==> src/design/psb_cfg.svh <==
// timing and width constants for the pci sideband ends
// assumes inclusion by bare name from the design files
`ifndef PSB_CFG_SVH
`define PSB_CFG_SVH
`define PSB_AD_W 32
`define PSB_CBE_W 4
`define PSB_PERR_LAG 2
`define PSB_PAR_LAG 1
`define PSB_CMD_CFG_RD 4'ha
`define PSB_CMD_CFG_WR 4'hb
`define PSB_CMD_MEM_RD 4'h6
`define PSB_CMD_MEM_WR 4'h7
`endif

==> src/design/psb_pkg.sv <==
// types shared by both ends of the pci sideband link
// assumes psb_cfg.svh is on the include path
package psb_pkg;
  typedef enum logic [1:0] {
    PSB_IDLE,
    PSB_REQ,
    PSB_ADDR,
    PSB_DATA
  } psb_mst_t;
endpackage

==> src/design/psb_if.sv <==
// interface joining the device end and the host end
// assumes one clock, sys_clk, shared by both ends
`timescale 1ns/1ps
`include "psb_cfg.svh"
interface psb_if;
  logic [31:0] ad_dev;
  logic ad_dev_oe;
  logic [31:0] ad_host;
  logic ad_host_oe;
  logic [3:0] cbe_dev;
  logic [3:0] cbe_host;
  logic par_dev;
  logic par_dev_oe;
  logic par_host;
  logic par_host_oe;
  logic frame_n_dev;
  logic frame_dev_oe;
  logic frame_n_host;
  logic frame_host_oe;
  logic devsel_n_o;
  logic devsel_oe;
  logic idsel;
  logic serr_n_o;
  logic serr_oe;
  logic perr_n_dev;
  logic perr_dev_oe;
  logic perr_n_host;
  logic perr_host_oe;
  logic inta_n_o;
  logic inta_oe;
  logic intb_n_o;
  logic intb_oe;
  logic req_n;
  logic gnt_n;
  logic m66en;
  modport dev (
    output ad_dev, ad_dev_oe, cbe_dev, par_dev, par_dev_oe, frame_n_dev, frame_dev_oe,
    output devsel_n_o, devsel_oe, serr_n_o, serr_oe, perr_n_dev, perr_dev_oe,
    output inta_n_o, inta_oe, intb_n_o, intb_oe, req_n,
    input ad_host, ad_host_oe, cbe_host, par_host, par_host_oe, frame_n_host,
    input frame_host_oe, idsel, perr_n_host, perr_host_oe, gnt_n, m66en
  );
  modport host (
    input ad_dev, ad_dev_oe, cbe_dev, par_dev, par_dev_oe, frame_n_dev, frame_dev_oe,
    input devsel_n_o, devsel_oe, serr_n_o, serr_oe, perr_n_dev, perr_dev_oe,
    input inta_n_o, inta_oe, intb_n_o, intb_oe, req_n,
    output ad_host, ad_host_oe, cbe_host, par_host, par_host_oe, frame_n_host,
    output frame_host_oe, idsel, perr_n_host, perr_host_oe, gnt_n, m66en
  );
endinterface

==> src/design/psb_dev.sv <==
// device end: target select, parity errors, interrupts, bus request
// assumes the host end drives the host modport; one clock, sync reset
// Behaviour
// - assert device select on own address decode
// - configuration cycles answered only with idsel
// - system error open drain, pulled low only
// - system error never read back
// - receiver flags data parity two clocks later
// - master write parity error queues descriptor
// - master read parity error queues descriptor
// - first interrupt low while channel event pending
// - second interrupt low while expansion event pending
// - request asserted when mastering wanted
// - frame started only while granted
// - system sets m66en for 66 MHz clock
// - parity makes ones count even
// - parity lags covered data one clock
`timescale 1ns/1ps
`include "psb_cfg.svh"
module psb_dev
  import psb_pkg::*;
#(
  parameter logic [31:0] BAR_BASE = 32'h1000_0000,
  parameter int BAR_BITS = 12
) (
  input wire logic sys_clk,
  input wire logic sys_rst,
  psb_if.dev bus,
  input wire logic l2_irq_pending,
  input wire logic lxb_irq_pending,
  input wire logic mst_start,
  input wire logic mst_write,
  input wire logic [31:0] mst_addr,
  input wire logic [31:0] mst_wdata,
  output logic mst_done,
  output logic [31:0] mst_rdata,
  output logic perr_desc_valid,
  output logic perr_desc_write,
  output logic cfg_hit,
  output logic mem_hit,
  output logic fast_clk
);
  if (BAR_BITS < 4 || BAR_BITS > 31) begin : g_bad_bits
    $error("BAR_BITS out of range");
  end

  // ----------------------------------------------------------------
  // target decode, address parity, interrupt levels
  // ----------------------------------------------------------------
  logic frame_d_r, frame_d_nxt, addr_chk_r, addr_chk_nxt;
  logic [31:0] ad_d_r, ad_d_nxt;
  logic [3:0] cbe_d_r, cbe_d_nxt;
  logic devsel_r, devsel_nxt, serr_r, serr_nxt, fast_r, fast_nxt;
  logic cfg_hit_r, cfg_hit_nxt, mem_hit_r, mem_hit_nxt;
  logic inta_r, inta_nxt, intb_r, intb_nxt;
  logic addr_phase, bar_match, is_cfg, is_mem;

  always_comb begin
    addr_phase = bus.frame_host_oe && !bus.frame_n_host && frame_d_r;
    bar_match = (bus.ad_host[31:BAR_BITS] == BAR_BASE[31:BAR_BITS]);
    is_cfg = (bus.cbe_host == `PSB_CMD_CFG_RD) || (bus.cbe_host == `PSB_CMD_CFG_WR);
    is_mem = (bus.cbe_host == `PSB_CMD_MEM_RD) || (bus.cbe_host == `PSB_CMD_MEM_WR);
    frame_d_nxt = !(bus.frame_host_oe && !bus.frame_n_host);
    addr_chk_nxt = addr_phase;
    ad_d_nxt = bus.ad_host;
    cbe_d_nxt = bus.cbe_host;
    cfg_hit_nxt = addr_phase && is_cfg && bus.idsel;
    mem_hit_nxt = addr_phase && is_mem && bar_match;
    devsel_nxt = devsel_r;
    if (addr_phase) begin
      devsel_nxt = (is_cfg && bus.idsel) || (is_mem && bar_match);
    end else if (bus.frame_n_host || !bus.frame_host_oe) begin
      devsel_nxt = 1'b0;
    end
    // even parity over ad, cbe and par, one clock behind the address
    serr_nxt = addr_chk_r && bus.par_host_oe
      && (^{ad_d_r, cbe_d_r, bus.par_host});
    fast_nxt = bus.m66en;
    inta_nxt = l2_irq_pending;
    intb_nxt = lxb_irq_pending;
  end

  always_ff @(posedge sys_clk) begin
    if (sys_rst) begin
      frame_d_r <= 1'b1;
      addr_chk_r <= 1'b0;
      ad_d_r <= 32'h0000_0000;
      cbe_d_r <= 4'h0;
      devsel_r <= 1'b0;
      serr_r <= 1'b0;
      cfg_hit_r <= 1'b0;
      mem_hit_r <= 1'b0;
      fast_r <= 1'b0;
      inta_r <= 1'b0;
      intb_r <= 1'b0;
    end else begin
      frame_d_r <= frame_d_nxt;
      addr_chk_r <= addr_chk_nxt;
      ad_d_r <= ad_d_nxt;
      cbe_d_r <= cbe_d_nxt;
      devsel_r <= devsel_nxt;
      serr_r <= serr_nxt;
      cfg_hit_r <= cfg_hit_nxt;
      mem_hit_r <= mem_hit_nxt;
      fast_r <= fast_nxt;
      inta_r <= inta_nxt;
      intb_r <= intb_nxt;
    end
  end

  // ----------------------------------------------------------------
  // master sequencer with request, grant and data parity
  // ----------------------------------------------------------------
  psb_mst_t st_r, st_nxt;
  logic req_r, req_nxt, wr_r, wr_nxt, frame_r, frame_nxt, done_r, done_nxt;
  logic [31:0] addr_r, addr_nxt;
  logic [31:0] wdata_r, wdata_nxt;
  logic [31:0] ad_o_r, ad_o_nxt;
  logic [3:0] cbe_o_r, cbe_o_nxt;
  logic ad_oe_r, ad_oe_nxt, par_r, par_nxt, par_oe_r, par_oe_nxt;
  logic [31:0] rdata_r, rdata_nxt;
  logic [2:0] dph_r, dph_nxt;
  logic rchk_r, rchk_nxt, perr_o_r, perr_o_nxt, desc_v_r, desc_v_nxt, desc_w_r, desc_w_nxt;

  always_comb begin
    st_nxt = st_r;
    req_nxt = req_r;
    wr_nxt = wr_r;
    addr_nxt = addr_r;
    wdata_nxt = wdata_r;
    ad_o_nxt = ad_o_r;
    cbe_o_nxt = cbe_o_r;
    ad_oe_nxt = 1'b0;
    frame_nxt = 1'b0;
    done_nxt = 1'b0;
    rdata_nxt = rdata_r;
    rchk_nxt = 1'b0;
    dph_nxt = {dph_r[1:0], 1'b0};
    // parity follows whatever was driven one clock earlier
    par_nxt = ^{ad_o_r, cbe_o_r};
    par_oe_nxt = ad_oe_r;
    desc_v_nxt = 1'b0;
    desc_w_nxt = desc_w_r;
    // receiver checks read data: flag one clock after par arrives
    perr_o_nxt = rchk_r && bus.par_host_oe && (^{rdata_r, cbe_o_r, bus.par_host});
    unique case (st_r)
      PSB_IDLE: begin
        if (mst_start) begin
          st_nxt = PSB_REQ;
          req_nxt = 1'b1;
          wr_nxt = mst_write;
          addr_nxt = mst_addr;
          wdata_nxt = mst_wdata;
        end
      end
      PSB_REQ: begin
        if (!bus.gnt_n && bus.frame_n_host && !devsel_r) begin
          st_nxt = PSB_ADDR;
          frame_nxt = 1'b1;
          ad_oe_nxt = 1'b1;
          ad_o_nxt = addr_r;
          cbe_o_nxt = wr_r ? `PSB_CMD_MEM_WR : `PSB_CMD_MEM_RD;
        end
      end
      PSB_ADDR: begin
        st_nxt = PSB_DATA;
        req_nxt = 1'b0;
        ad_oe_nxt = wr_r;
        ad_o_nxt = wr_r ? wdata_r : ad_o_r;
        cbe_o_nxt = 4'h0;
        dph_nxt = {dph_r[1:0], wr_r};
      end
      PSB_DATA: begin
        st_nxt = PSB_IDLE;
        done_nxt = 1'b1;
        if (!wr_r) begin
          rdata_nxt = bus.ad_host;
          rchk_nxt = bus.ad_host_oe;
        end
      end
    endcase
    // write data driven in data phase; target perr two clocks later
    if (dph_r[2] && bus.perr_host_oe && !bus.perr_n_host) begin
      desc_v_nxt = 1'b1;
      desc_w_nxt = 1'b1;
    end else if (perr_o_nxt) begin
      desc_v_nxt = 1'b1;
      desc_w_nxt = 1'b0;
    end
  end

  always_ff @(posedge sys_clk) begin
    if (sys_rst) begin
      st_r <= PSB_IDLE;
      req_r <= 1'b0;
      wr_r <= 1'b0;
      addr_r <= 32'h0000_0000;
      wdata_r <= 32'h0000_0000;
      ad_o_r <= 32'h0000_0000;
      cbe_o_r <= 4'h0;
      ad_oe_r <= 1'b0;
      par_r <= 1'b0;
      par_oe_r <= 1'b0;
      frame_r <= 1'b0;
      done_r <= 1'b0;
      rdata_r <= 32'h0000_0000;
      dph_r <= 3'h0;
      rchk_r <= 1'b0;
      perr_o_r <= 1'b0;
      desc_v_r <= 1'b0;
      desc_w_r <= 1'b0;
    end else begin
      st_r <= st_nxt;
      req_r <= req_nxt;
      wr_r <= wr_nxt;
      addr_r <= addr_nxt;
      wdata_r <= wdata_nxt;
      ad_o_r <= ad_o_nxt;
      cbe_o_r <= cbe_o_nxt;
      ad_oe_r <= ad_oe_nxt;
      par_r <= par_nxt;
      par_oe_r <= par_oe_nxt;
      frame_r <= frame_nxt;
      done_r <= done_nxt;
      rdata_r <= rdata_nxt;
      dph_r <= dph_nxt;
      rchk_r <= rchk_nxt;
      perr_o_r <= perr_o_nxt;
      desc_v_r <= desc_v_nxt;
      desc_w_r <= desc_w_nxt;
    end
  end

  // ----------------------------------------------------------------
  // pin mapping; open-drain pins drive only a low level
  // ----------------------------------------------------------------
  assign bus.ad_dev = ad_o_r;
  assign bus.ad_dev_oe = ad_oe_r;
  assign bus.cbe_dev = cbe_o_r;
  assign bus.par_dev = par_r;
  assign bus.par_dev_oe = par_oe_r;
  assign bus.frame_n_dev = !frame_r;
  assign bus.frame_dev_oe = frame_r;
  assign bus.devsel_n_o = !devsel_r;
  assign bus.devsel_oe = devsel_r;
  assign bus.serr_n_o = 1'b0;
  assign bus.serr_oe = serr_r;
  assign bus.perr_n_dev = !perr_o_r;
  assign bus.perr_dev_oe = perr_o_r;
  assign bus.inta_n_o = 1'b0;
  assign bus.inta_oe = inta_r;
  assign bus.intb_n_o = 1'b0;
  assign bus.intb_oe = intb_r;
  assign bus.req_n = !req_r;
  assign mst_done = done_r;
  assign mst_rdata = rdata_r;
  assign perr_desc_valid = desc_v_r;
  assign perr_desc_write = desc_w_r;
  assign cfg_hit = cfg_hit_r;
  assign mem_hit = mem_hit_r;
  assign fast_clk = fast_r;
endmodule

==> src/flat_wrapper.sv <==
// flat-port wrapper written by rule: the top's interface ports become plain ports
module psb_dev_flat import psb_pkg::*;
#(
  parameter logic [31:0] BAR_BASE = 32'h1000_0000,
  parameter int BAR_BITS = 12
)
  (sys_clk, sys_rst, l2_irq_pending, lxb_irq_pending, mst_start, mst_write, mst_addr, mst_wdata, mst_done, mst_rdata, perr_desc_valid, perr_desc_write, cfg_hit, mem_hit, fast_clk, bus_ad_dev, bus_ad_dev_oe, bus_cbe_dev, bus_par_dev, bus_par_dev_oe, bus_frame_n_dev, bus_frame_dev_oe, bus_devsel_n_o, bus_devsel_oe, bus_serr_n_o, bus_serr_oe, bus_perr_n_dev, bus_perr_dev_oe, bus_inta_n_o, bus_inta_oe, bus_intb_n_o, bus_intb_oe, bus_req_n, bus_ad_host, bus_ad_host_oe, bus_cbe_host, bus_par_host, bus_par_host_oe, bus_frame_n_host, bus_frame_host_oe, bus_idsel, bus_perr_n_host, bus_perr_host_oe, bus_gnt_n, bus_m66en);
  psb_if bus_i ();
  input wire logic sys_clk;
  input wire logic sys_rst;
  input wire logic l2_irq_pending;
  input wire logic lxb_irq_pending;
  input wire logic mst_start;
  input wire logic mst_write;
  input wire logic [31:0] mst_addr;
  input wire logic [31:0] mst_wdata;
  output logic mst_done;
  output logic [31:0] mst_rdata;
  output logic perr_desc_valid;
  output logic perr_desc_write;
  output logic cfg_hit;
  output logic mem_hit;
  output logic fast_clk;
  output wire logic [$bits(bus_i.ad_dev)-1:0] bus_ad_dev;
  output wire logic [$bits(bus_i.ad_dev_oe)-1:0] bus_ad_dev_oe;
  output wire logic [$bits(bus_i.cbe_dev)-1:0] bus_cbe_dev;
  output wire logic [$bits(bus_i.par_dev)-1:0] bus_par_dev;
  output wire logic [$bits(bus_i.par_dev_oe)-1:0] bus_par_dev_oe;
  output wire logic [$bits(bus_i.frame_n_dev)-1:0] bus_frame_n_dev;
  output wire logic [$bits(bus_i.frame_dev_oe)-1:0] bus_frame_dev_oe;
  output wire logic [$bits(bus_i.devsel_n_o)-1:0] bus_devsel_n_o;
  output wire logic [$bits(bus_i.devsel_oe)-1:0] bus_devsel_oe;
  output wire logic [$bits(bus_i.serr_n_o)-1:0] bus_serr_n_o;
  output wire logic [$bits(bus_i.serr_oe)-1:0] bus_serr_oe;
  output wire logic [$bits(bus_i.perr_n_dev)-1:0] bus_perr_n_dev;
  output wire logic [$bits(bus_i.perr_dev_oe)-1:0] bus_perr_dev_oe;
  output wire logic [$bits(bus_i.inta_n_o)-1:0] bus_inta_n_o;
  output wire logic [$bits(bus_i.inta_oe)-1:0] bus_inta_oe;
  output wire logic [$bits(bus_i.intb_n_o)-1:0] bus_intb_n_o;
  output wire logic [$bits(bus_i.intb_oe)-1:0] bus_intb_oe;
  output wire logic [$bits(bus_i.req_n)-1:0] bus_req_n;
  input wire logic [$bits(bus_i.ad_host)-1:0] bus_ad_host;
  input wire logic [$bits(bus_i.ad_host_oe)-1:0] bus_ad_host_oe;
  input wire logic [$bits(bus_i.cbe_host)-1:0] bus_cbe_host;
  input wire logic [$bits(bus_i.par_host)-1:0] bus_par_host;
  input wire logic [$bits(bus_i.par_host_oe)-1:0] bus_par_host_oe;
  input wire logic [$bits(bus_i.frame_n_host)-1:0] bus_frame_n_host;
  input wire logic [$bits(bus_i.frame_host_oe)-1:0] bus_frame_host_oe;
  input wire logic [$bits(bus_i.idsel)-1:0] bus_idsel;
  input wire logic [$bits(bus_i.perr_n_host)-1:0] bus_perr_n_host;
  input wire logic [$bits(bus_i.perr_host_oe)-1:0] bus_perr_host_oe;
  input wire logic [$bits(bus_i.gnt_n)-1:0] bus_gnt_n;
  input wire logic [$bits(bus_i.m66en)-1:0] bus_m66en;
  assign bus_ad_dev = bus_i.ad_dev;
  assign bus_ad_dev_oe = bus_i.ad_dev_oe;
  assign bus_cbe_dev = bus_i.cbe_dev;
  assign bus_par_dev = bus_i.par_dev;
  assign bus_par_dev_oe = bus_i.par_dev_oe;
  assign bus_frame_n_dev = bus_i.frame_n_dev;
  assign bus_frame_dev_oe = bus_i.frame_dev_oe;
  assign bus_devsel_n_o = bus_i.devsel_n_o;
  assign bus_devsel_oe = bus_i.devsel_oe;
  assign bus_serr_n_o = bus_i.serr_n_o;
  assign bus_serr_oe = bus_i.serr_oe;
  assign bus_perr_n_dev = bus_i.perr_n_dev;
  assign bus_perr_dev_oe = bus_i.perr_dev_oe;
  assign bus_inta_n_o = bus_i.inta_n_o;
  assign bus_inta_oe = bus_i.inta_oe;
  assign bus_intb_n_o = bus_i.intb_n_o;
  assign bus_intb_oe = bus_i.intb_oe;
  assign bus_req_n = bus_i.req_n;
  assign bus_i.ad_host = bus_ad_host;
  assign bus_i.ad_host_oe = bus_ad_host_oe;
  assign bus_i.cbe_host = bus_cbe_host;
  assign bus_i.par_host = bus_par_host;
  assign bus_i.par_host_oe = bus_par_host_oe;
  assign bus_i.frame_n_host = bus_frame_n_host;
  assign bus_i.frame_host_oe = bus_frame_host_oe;
  assign bus_i.idsel = bus_idsel;
  assign bus_i.perr_n_host = bus_perr_n_host;
  assign bus_i.perr_host_oe = bus_perr_host_oe;
  assign bus_i.gnt_n = bus_gnt_n;
  assign bus_i.m66en = bus_m66en;
  psb_dev #(.BAR_BASE(BAR_BASE), .BAR_BITS(BAR_BITS)) u_core (.sys_clk(sys_clk), .sys_rst(sys_rst), .bus(bus_i), .l2_irq_pending(l2_irq_pending), .lxb_irq_pending(lxb_irq_pending), .mst_start(mst_start), .mst_write(mst_write), .mst_addr(mst_addr), .mst_wdata(mst_wdata), .mst_done(mst_done), .mst_rdata(mst_rdata), .perr_desc_valid(perr_desc_valid), .perr_desc_write(perr_desc_write), .cfg_hit(cfg_hit), .mem_hit(mem_hit), .fast_clk(fast_clk));
endmodule
==> config.mk <==
export PLATFORM = sky130hd
export DESIGN_NAME = psb_dev_flat
export DESIGN_NICKNAME = d
export VERILOG_FILES = /design/src/design/psb_pkg.sv /design/src/design/psb_if.sv /design/src/design/psb_dev.sv /design/src/flat_wrapper.sv
export VERILOG_INCLUDE_DIRS = /design/src /design/src/design
export SDC_FILE = /design/constraint.sdc
export NUM_CORES = 1
export LEC_CHECK = 0
export ABC_AREA = 1
export BUFFER_PORTS_ARGS = -buffer_cell sky130_fd_sc_hd__buf_2
export CAP_MARGIN = 20
export CORE_MARGIN = 1.5
export CORE_UTILIZATION = 30
export DETAILED_ROUTE_END_ITERATION = 7
export SLEW_MARGIN = 20
export SYNTH_ARGS = -nofsm -noshare
export SYNTH_HDL_FRONTEND = slang
export SYNTH_SLANG_ARGS = --single-unit
==> constraint.sdc <==
create_clock -name sys_clk -period 1.6 [get_ports sys_clk]
set_input_delay 0.16 -clock sys_clk [delete_from_list [all_inputs] [get_ports sys_clk]]
set_output_delay 0.16 -clock sys_clk [all_outputs]
set_load 0.1 [all_outputs]
==> results of run 1 <==
[state kept, by name, summed over array words and instances, names as in the netlist, 2 cells and up]
signal              flops
u_core.mst_rdata       32
u_core.cbe_d_r          4
u_core.ad_d_r          32
u_core.bus.cbe_dev      2
u_core.st_r             2
u_core.addr_r          32
u_core.dph_r            3
u_core.wdata_r         32
u_core.bus.ad_dev      32
[cells in the final DEF (no fill, tap or decap), types with 4 or more instances in the layout]
cell type and n:
nand2_1 247, buf_2 199, nor2_1 179, dfxtp_1 122, o21ai_0 105, dlygate4sd3_1 100
inv_1 83, xnor2_1 41, dfxtp_2 39, a21oi_1 37, nand2_2 35, dfxtp_4 30
a31oi_1 29, buf_4 25, o21ai_1 20, clkbuf_16 20, xor2_1 18, inv_2 14
nand3_1 14, buf_12 12, xnor2_2 10, nand4_1 6, o21ai_2 5, clkinv_8 5
inv_12 5, nand3_2 4, conb_1 4
[worst max-delay path by stage]
stage,from,to,slack [ns],cells after the start
3_3_place_gp,bus_ad_host[31],u_core.bus.devsel_oe,-0.06,6
2_1_floorplan,u_core.bus.ad_dev[30],u_core.bus.par_dev,-0.16,5
3_5_place_dp,u_core.st_r[1],u_core.bus.ad_dev[4],-0.002,10
4_1_cts,u_core.st_r[1],u_core.bus.ad_dev[27],-0.006,11
6_report,bus_cbe_host[1],u_core.bus.devsel_oe,0.02,6
5_1_grt,u_core.bus.ad_dev[10],u_core.bus.par_dev,-0.07,9
[worst max-delay path: cells and delay by family]
kind            cells  cell delay [ns]
compound gates      1             0.32
buf+inv             2             0.68
simple gates        3             0.72
[cell families (layout without fill, tap and decap cells)]
group,Yosys count,in the layout,share of synthesized area (%)
XOR/XNOR,72,72,7.66
buffers and inverters,159,475,7.81
flip-flops,191,191,46.5
adder cells (fa/ha/maj),5,5,0.760
AO/OA/AOI/OAI,206,206,13.3
other,1,4,0.0456
AND/OR/NAND/NOR,505,505,23.9
[metrics by stage]
step                worst slack, ns   TNS, ns  util (%)  cell area, um2
floorplan                    -0.158    -0.158         -            8400
global placement            -0.0638   -0.0638      36.9            9950
detailed placement         -0.00193  -0.00228      36.9            9950
CTS                        -0.00582  -0.00582      43.4           11700
global route                -0.0732    -0.409      44.9           12100
finish                       0.0196         0      44.9           12100
[timing repair]
item                                    CTS  global route
buffers inserted                          3             4
gates resized for setup                   9           104
gates cloned                              2             3
endpoints found under the setup margin    5            42
pin swaps                                 1            39
endpoints found under the hold margin   124             0
hold buffers                            100             0
[where the power goes]
part / switching (mW) / total [mW] / internal, mW
Clock: 2.33 / 4.53 / 2.19
Sequential: 0.747 / 6.56 / 5.81
Combinational: 7.48 / 11.2 / 3.73
Total: 10.6 / 22.3 / 11.7
[final cells by class]
class | instances | area share [%]
repair buffers | 342 | 21.1
inverters | 101 | 3.21
clock buffers | 17 | 3.52
multi-input cells | 792 | 34.0
well taps | 341 | 3.53
clock inverters | 15 | 1.75
flip-flops and latches | 191 | 32.9
[layer usage]
layer	share of wire (%)	GRT usage, %
met3	5.5	4.21
met2	48	29.4
met1	46	20.9
met4	1.0	4.08
met5	0.11	0
==> run metrics, run 1 <==
status finished, final reports clean; Worst Path Arrival 1.89 ns; Slew Viols, Final 0; global-route wire length before repair 38100 um; synthesized area 8230 um2; Seq. cell area 3990 um2; fill count 2667; Hold Path Class in -> reg; post-synth top area cell dfxtp_1; Clock Path Buffers 2; Worst setup EP type register; grt total ovfl 0; clk slew on worst S/H paths approximately 0.08 ns; DRT iter0 DRCs ~370; Slew headroom between 60% and 70%; WL/cell approximately 14 um; Post-synth EDFFs 0; H-tree levels 4; YS warnings 0; total clock buffers created by CTS 17; Worst path most repeated cell nand4_1; total power 22.3 mW; Synth cell types 34; clk_skew roughly 0.018 ns; asr flop ratio synth 0%; Synth area leaders dfxtp_1 (46%), nand2_1 (13%), nor2_1 (8.4%); crit path kind in -> reg; crit-path max FO 3; P_leak 5.55 nW; final WL ~25000 um; initial antenna violation count 2; number of port buffers 201; Syn Area/Cell roughly 7.2 um2; Hold Path End u_core.ad_d_r[31]; Synth Register Bits 191; register area share after synthesis about 46%; Clock Latency Late Sink 0.44 ns; peak supply drop 1.09 mV; min cycle time layout about 1.6 ns; area of the multi-input gates ~4100 um2; Initial Utilization 30.5%; final RePlAce weighted congestion between 0.7 and 0.8; R2R Path Start u_core.bus.ad_dev[10]; area grow syn2layout 47.0%; # Max-Cap Violations 0; PwrDens 1840 nW/um2; FF-to-FF End u_core.bus.par_dev; TritonRoute pass-1 iters 5; Slew @ Worst Pin approximately 0.55 ns; TritonCTS clock tree built; vias in the first global route 7594; Post-DRT Antenna Nets 0; die area 28400 um2; Slowest-stage cell, CP dlygate4sd3_1; Startpoint Class primary input; RSZ-0062 raised after global routing true; CORE AREA 27000 um2; Fmax achieved 633 MHz; Worst Hold Depth 3; ys flop type dfxtp_1; share of layout cells above drive strength 1 29.8%; crit-path cells dlygate4sd3_1, buf_2, nand4_1, nor4_1, nand4_1, a311oi_2; Vias/cell 4.53; count leader, synth nand2_1; Ports 206; Cells after DPL 1656; WP data required 1.91 ns; Yosys top cell area share 46.5%; drc violations 0; reg2reg path depth 9; Hold Slack between 0.004 and 0.005 ns; r2r setup slk about 0.06 ns; clock tree sinks between 150 and 200; Final Instance Count excl. Fillers approximately 1800; overall die width 169 um; commonest cells in the netlist nand2_1 (284), dfxtp_1 (191), nor2_1 (184); HPWL Detailed 16500 um; largest net degree at the start of global routing 66; clock root buffer clkbuf_16; Layout Nets 1566; # diodes 0; min-delay src bus_ad_host[31]; row count 60; Setup Viol. Count Final 0; Final period util between 90 and 100%; gr usage total between 10% and 20%; Final Hold Violating Endpoints 0; Synth Instances 1139; Die Span Y 169 um; vias post-DR between 8000 and 9000; slowest cell delay on critical path 0.53 ns
Note: power is estimated with default switching activity, not from simulation.
==> run 2: changes to the inputs <==
- CELL_PAD_IN_SITES_DETAIL_PLACEMENT: not set -> 1
- CELL_PAD_IN_SITES_GLOBAL_PLACEMENT: not set -> 2
- CORE_UTILIZATION: 30 -> 26
- PLACE_DENSITY_LB_ADDON: not set -> 0.1
==> run 2 against run 1 <==
  * Via count up 0.55%
  * Cell count is 2.7% higher
  * Hold slack hardly changed
  * Final area rose by 0.13%
  * Critical path type is now reg -> reg
==> run metrics, run 2 (same netlist as run 1, synthesis figures left out) <==
status finished, final reports clean; overall die width 181 um (+7.3%); clock network power share 19.7% (-0.6 points); reg2reg path depth 9 (unchanged); share of layout cells above drive strength 1 30.5% (+0.74 points); initial antenna violation count 0 (-2); vias post-DR 8195 (+0.55%); CORE AREA 30900 um2 (+15%); Slew Viols, Final 0 (unchanged); clk_skew 0.0115 ns (-0.00663 ns); H-tree levels 4 (unchanged); most common cell after layout, fill and taps aside nand2_1; drc violations 0 (unchanged); R2R Path Start u_core.st_r[1]; grt total ovfl 0 (unchanged); Seq. cell area 4000 um2 (+0.25%); crit-path max FO 8 (+5); Clock Path Buffers 2 (unchanged); clk slew on worst S/H paths 0.08 ns (about the same); # diodes 0 (unchanged); clock root buffer clkbuf_16; crit-path cells inv_2, ha_4, buf_4, o21ai_4, a21oi_4, buf_12, clkbuf_16, o21ai_0, a31oi_1; Setup crit start u_core.st_r[1]; peak supply drop 0.752 mV (-31%); TritonRoute pass-1 iters 4 (-1); Setup Viol. Count Final 0 (unchanged); Slowest-stage cell, CP dfxtp_2; Vias/cell 4.43 (-2.1%); WL/cell 15.1 um (+11%); HPWL Detailed 18500 um (+12%); total power 22.4 mW (+0.25%); Startpoint Class register; Slew headroom 65.4% (+1.8 points); Worst Path Arrival 1.87 ns (-0.02 ns); placed inst area 9980 um2 (+0.33%); Initial Utilization 26.6% (-3.9 points); slowest cell delay on critical path 0.34 ns (-0.19 ns); WP data required 1.93 ns (+0.02 ns); min cycle time layout 1.54 ns (-0.0372 ns); Ports 206 (unchanged); sw frac 47.1% (-0.30 points); total clock buffers created by CTS 17 (unchanged); crit path kind reg -> reg; vias in the first global route 8277 (+9.0%); number of port buffers 201 (unchanged); fin area 12100 um2 (+0.13%); most frequent cells in the layout nand2_1 (234), buf_2 (199), nor2_1 (181); Hold Path Class in -> reg; Worst setup EP type register; Die Span Y 181 um (+7.3%); Worst Hold Depth 3 (unchanged); Final period util 96.5% (-2.3 points); Sequential Power Share 29.3% (about the same); area grow syn2layout 47.2%; Clock Latency Late Sink 0.44 ns (about the same); gr usage total 16.7% (-0.23 points); Fmax achieved 648 MHz (+2.4%); final RePlAce weighted congestion 0.766 (-2.6%); Internal Power 11.8 mW (+0.82%); PwrDens 1840 nW/um2 (+0.11%); final WL 28000 um (+14%); row count 64 (+6.7%); clock tree sinks 191 (unchanged); FF-to-FF End u_core.bus.ad_dev[21]; die area 32700 um2 (+15%); r2r setup slk 0.06 ns (about the same); Layout Nets 1560 (-0.38%); area of the multi-input gates 4150 um2 (+0.91%); Comb pwr share 51.0% (+0.7 points); Worst Setup EP u_core.bus.ad_dev[21]; RSZ-0062 raised after global routing true; Final Hold Violating Endpoints 0 (unchanged); # Max-Cap Violations 0 (unchanged); switching pwr 10.5 mW (-0.39%); P_leak 5.52 nW (-0.53%); fill count 3752 (+41%); largest net degree at the start of global routing 104 (+58%); TritonCTS clock tree built; DRT iter0 DRCs 247 (-34%); global-route wire length before repair 42900 um (+13%); Post-DRT Antenna Nets 0 (unchanged); Slew @ Worst Pin 0.523 ns (-0.0268 ns)
[run 2: worst min path at each step]
stage	startpoint	endpoint	slack, ns
finish	mst_wdata[25]	u_core.wdata_r[25]	0.004
global route	mst_wdata[25]	u_core.wdata_r[25]	0.02
CTS	mst_wdata[25]	u_core.wdata_r[25]	0.002
detailed placement	l2_irq_pending	u_core.bus.inta_oe	0.38
global placement	bus_m66en	u_core.fast_clk	0.37
floorplan	l2_irq_pending	u_core.bus.inta_oe	0.27
[run 2: what timing repair did]
item                                   in CTS  in global routing
endpoints found under the hold margin     125                  0
buffers inserted                            1                  5
hold buffers                               96                  0
gates cloned                                1                  5
gates resized for setup                     5                117
pin swaps                                   0                 44
setup endpoints to repair                  34                 99
[run 2: critical path, delay by kind of cell, from the launching register on]
kind,cells,cell delay [ns]
fa+ha+maj,1,0.15
flops,1,0.34
buf+inv,4,0.52
compound gates,4,0.42
[run 2: through the flow]
step                      cells  worst slack [ns]  util, %  hold WS (ns)  setup TNS (ns)
after floorplan            1142            -0.158        -         0.267          -0.158
after global placement     1709           -0.0271     32.3         0.367         -0.0271
after detailed placement   1709           -0.0610     32.3         0.375           -1.10
after CTS                  1839          -0.00980     37.5       0.00188         -0.0332
after global routing       1848           -0.0540     39.2        0.0161          -0.432
final                      1848            0.0567     39.2       0.00450               0
[run 2: area by class of cell]
type,count,area share (%)
tap,396,4.09
inverter,101,3.29
clock inverter,13,1.25
multi-input combinational,792,34.3
clock buffer,19,3.57
sequential,191,33.0
timing repair buffer,336,20.6
[run 2: routing by layer]
layer  part of all wire, %  GRT usage, %  vias up
li1                      -             -     4186
met1                    44          19.6     3865
met2                    51          30.8      132
met3                   3.5          3.29       12
met4                  0.73          3.93        0
met5                     0             0        -
[run 2: power by group through the flow]
stage               logic (mW)  clock network [mW]  registers (mW)
finish                    11.4                4.39            6.55
global route              12.5                4.75            6.70
CTS                       10.2                4.58            6.50
detailed placement        9.71                   0            6.60
global placement          9.53                   0            6.59
floorplan                 4.67                   0            9.25
==> run 3: changes to the inputs <==
- CORE_UTILIZATION: 26 -> 29
- clock period: 1.6 -> 1.7 ns (I/O delays scaled with it)
==> run 3 against run 2 <==
  * Die area decreased by 10%
  * Sequential power decreased by 7.0%
  * Maximum frequency decreased by 5.6%
  * Non-clock buffer count decreased by 23
  * Sequential share of layout area increased by 0.98 points
  * Clock power decreased by 9.1%
  * Global-route usage increased by 0.62 points
  * Combinational power decreased by 12%
==> run metrics, run 3 (same netlist as run 1, synthesis figures left out) <==
status finished, final reports clean; WL/cell 14.4 um (-4.8%); clock root buffer clkbuf_16; vias post-DR 8036 (-1.9%); Cells after DPL 1684 (-1.5%); # diodes 0 (unchanged); Worst setup EP type register; Slew Viols, Final 0 (unchanged); H-tree levels 4 (unchanged); peak supply drop 0.695 mV (-7.6%); Hold Slack 0.0121 ns (+0.00760 ns); TritonRoute pass-1 iters 4 (unchanged); global-route wire length before repair 39700 um (-7.4%); Final Hold Violating Endpoints 0 (unchanged); Fmax achieved 611 MHz (-5.6%); largest net degree at the start of global routing 66 (-37%); Startpoint Class register; Worst Hold Depth 3 (unchanged); final WL 26000 um (-6.9%); Final period util 96.2% (-0.24 points); Worst Path Arrival 1.95 ns (+0.08 ns); TritonCTS clock tree built; Vias/cell 4.45 (+0.28%); Initial Utilization 29.5% (+2.9 points); crit path kind reg -> reg; total clock buffers created by CTS 17 (unchanged); HPWL Detailed 17600 um (-4.7%); Post-DRT Antenna Nets 0 (unchanged); Die Span Y 171 um (-5.2%); grt total ovfl 0 (unchanged); Final Instance Count excl. Fillers 1807 (-2.2%); crit-path max FO 10 (+2); Clock Latency Late Sink 0.43 ns (about the same); reg2reg path depth 11 (+2); most frequent cells in the layout nand2_1 (273), buf_2 (201), nor2_1 (181); Ports 206 (unchanged); Slew @ Worst Pin 0.529 ns (+0.00589 ns); share of layout cells above drive strength 1 25.2% (-5.3 points); vias in the first global route 7848 (-5.2%); row count 61 (-4.7%); final RePlAce weighted congestion 0.736 (-3.9%); area grow syn2layout 39.9%; CORE AREA 27900 um2 (-9.9%); P_leak 5.34 nW (-3.3%); overall die width 171 um (-5.2%); # Max-Cap Violations 0 (unchanged); min cycle time layout 1.64 ns (+0.0924 ns); placed inst area 9810 um2 (-1.7%); drc violations 0 (unchanged); DRT iter0 DRCs 389 (+57%); Hold Path Class in -> reg; clk_skew 0.0196 ns (+0.00806 ns); most common cell after layout, fill and taps aside nand2_1; WP data required 2.01 ns (+0.08 ns); Setup Viol. Count Final 0 (unchanged); Layout Nets 1537 (-1.5%); PwrDens 1750 nW/um2 (-5.3%); Slew headroom 65.0% (-0.39 points); Sum Neg Setup Slack 0 ns (unchanged); gr usage total 17.3% (+0.62 points); initial antenna violation count 1 (+1); fin area 11500 um2 (-5.0%); die area 29400 um2 (-10%); clock tree sinks 191 (unchanged); Clock Path Buffers 2 (unchanged); number of port buffers 201 (unchanged); clk slew on worst S/H paths 0.08 ns (about the same)
==> run 3: cell types whose count changed in the layout (fill, tap and decap cells not counted), sizes merged <==
cell,before,now
dlygate4sd3,96,79
bufinv,2,0
inv,105,106
clkinvlp,3,2
clkinv,4,6
buf,235,230
clkbuf,24,23
==> run 3: per-layer routing <==
metal | GRT usage (%) | up-vias | share of wire [%]
met5 | 0 | - | 0.050
met4 | 3.66 | 2 | 0.70
met3 | 3.77 | 14 | 4.0
met2 | 31.0 | 128 | 50
met1 | 21.0 | 3768 | 45
li1 | - | 4124 | -
==> run 3: layout make-up <==
| type | instances | area, um2 |
|---|---|---|
| Inverter | 101 | 388 |
| Fill cell | 3481 | 16300 |
| Multi-Input combinational cell | 792 | 3910 |
| Timing Repair Buffer | 313 | 2260 |
| Clock inverter | 13 | 139 |
| Clock buffer | 19 | 433 |
| Sequential cell | 191 | 3910 |
| Tap cell | 378 | 473 |
==> run 3: final timing paths <==
path	start	to	slack (ns)
setup / recovery	u_core.st_r[1]	u_core.bus.ad_dev[4]	0.06
hold / removal	mst_addr[2]	u_core.addr_r[2]	0.01
setup reg to reg	u_core.st_r[1]	u_core.bus.ad_dev[4]	0.06
hold reg to reg	u_core.dph_r[0]	u_core.dph_r[1]	0.40
==> run 3: timing repair <==
item	4_1_cts	5_1_grt
buffers inserted	0	6
hold buffers	79	0
endpoints found under the hold margin	97	0
gates resized for setup	0	38
endpoints found under the setup margin	0	37
==> run 3: stage by stage <==
step / power [mW] / utilization [%] / setup WS [ns]
2_1_floorplan: 13.1 / - / -0.130
6_report: 20.1 / 41.3 / 0.0644
3_3_place_gp: 15.0 / 35.2 / 0.114
3_5_place_dp: 15.2 / 35.2 / 0.0478
4_1_cts: 19.4 / 40.1 / 0.0447
5_1_grt: 21.5 / 41.3 / -0.0352
==> run 3: worst max-delay path, cell delays in order, from the launching register on <==
cell and delay, ns:
dfxtp_2 0.34, inv_2 0.05, ha_2 0.17, inv_1 0.05
nor2_1 0.04, inv_1 0.11, o21ai_4 0.09, a21oi_4 0.14
buf_12 0.15, buf_8 0.12, buf_6 0.16, a31oi_1 0.10
==> run 3: power breakdown <==
group | switching [mW] | total [mW] | internal (mW)
sequential | 0.646 | 6.09 | 5.44
combinational | 6.85 | 10.0 | 3.17
clock | 2.01 | 3.99 | 1.97
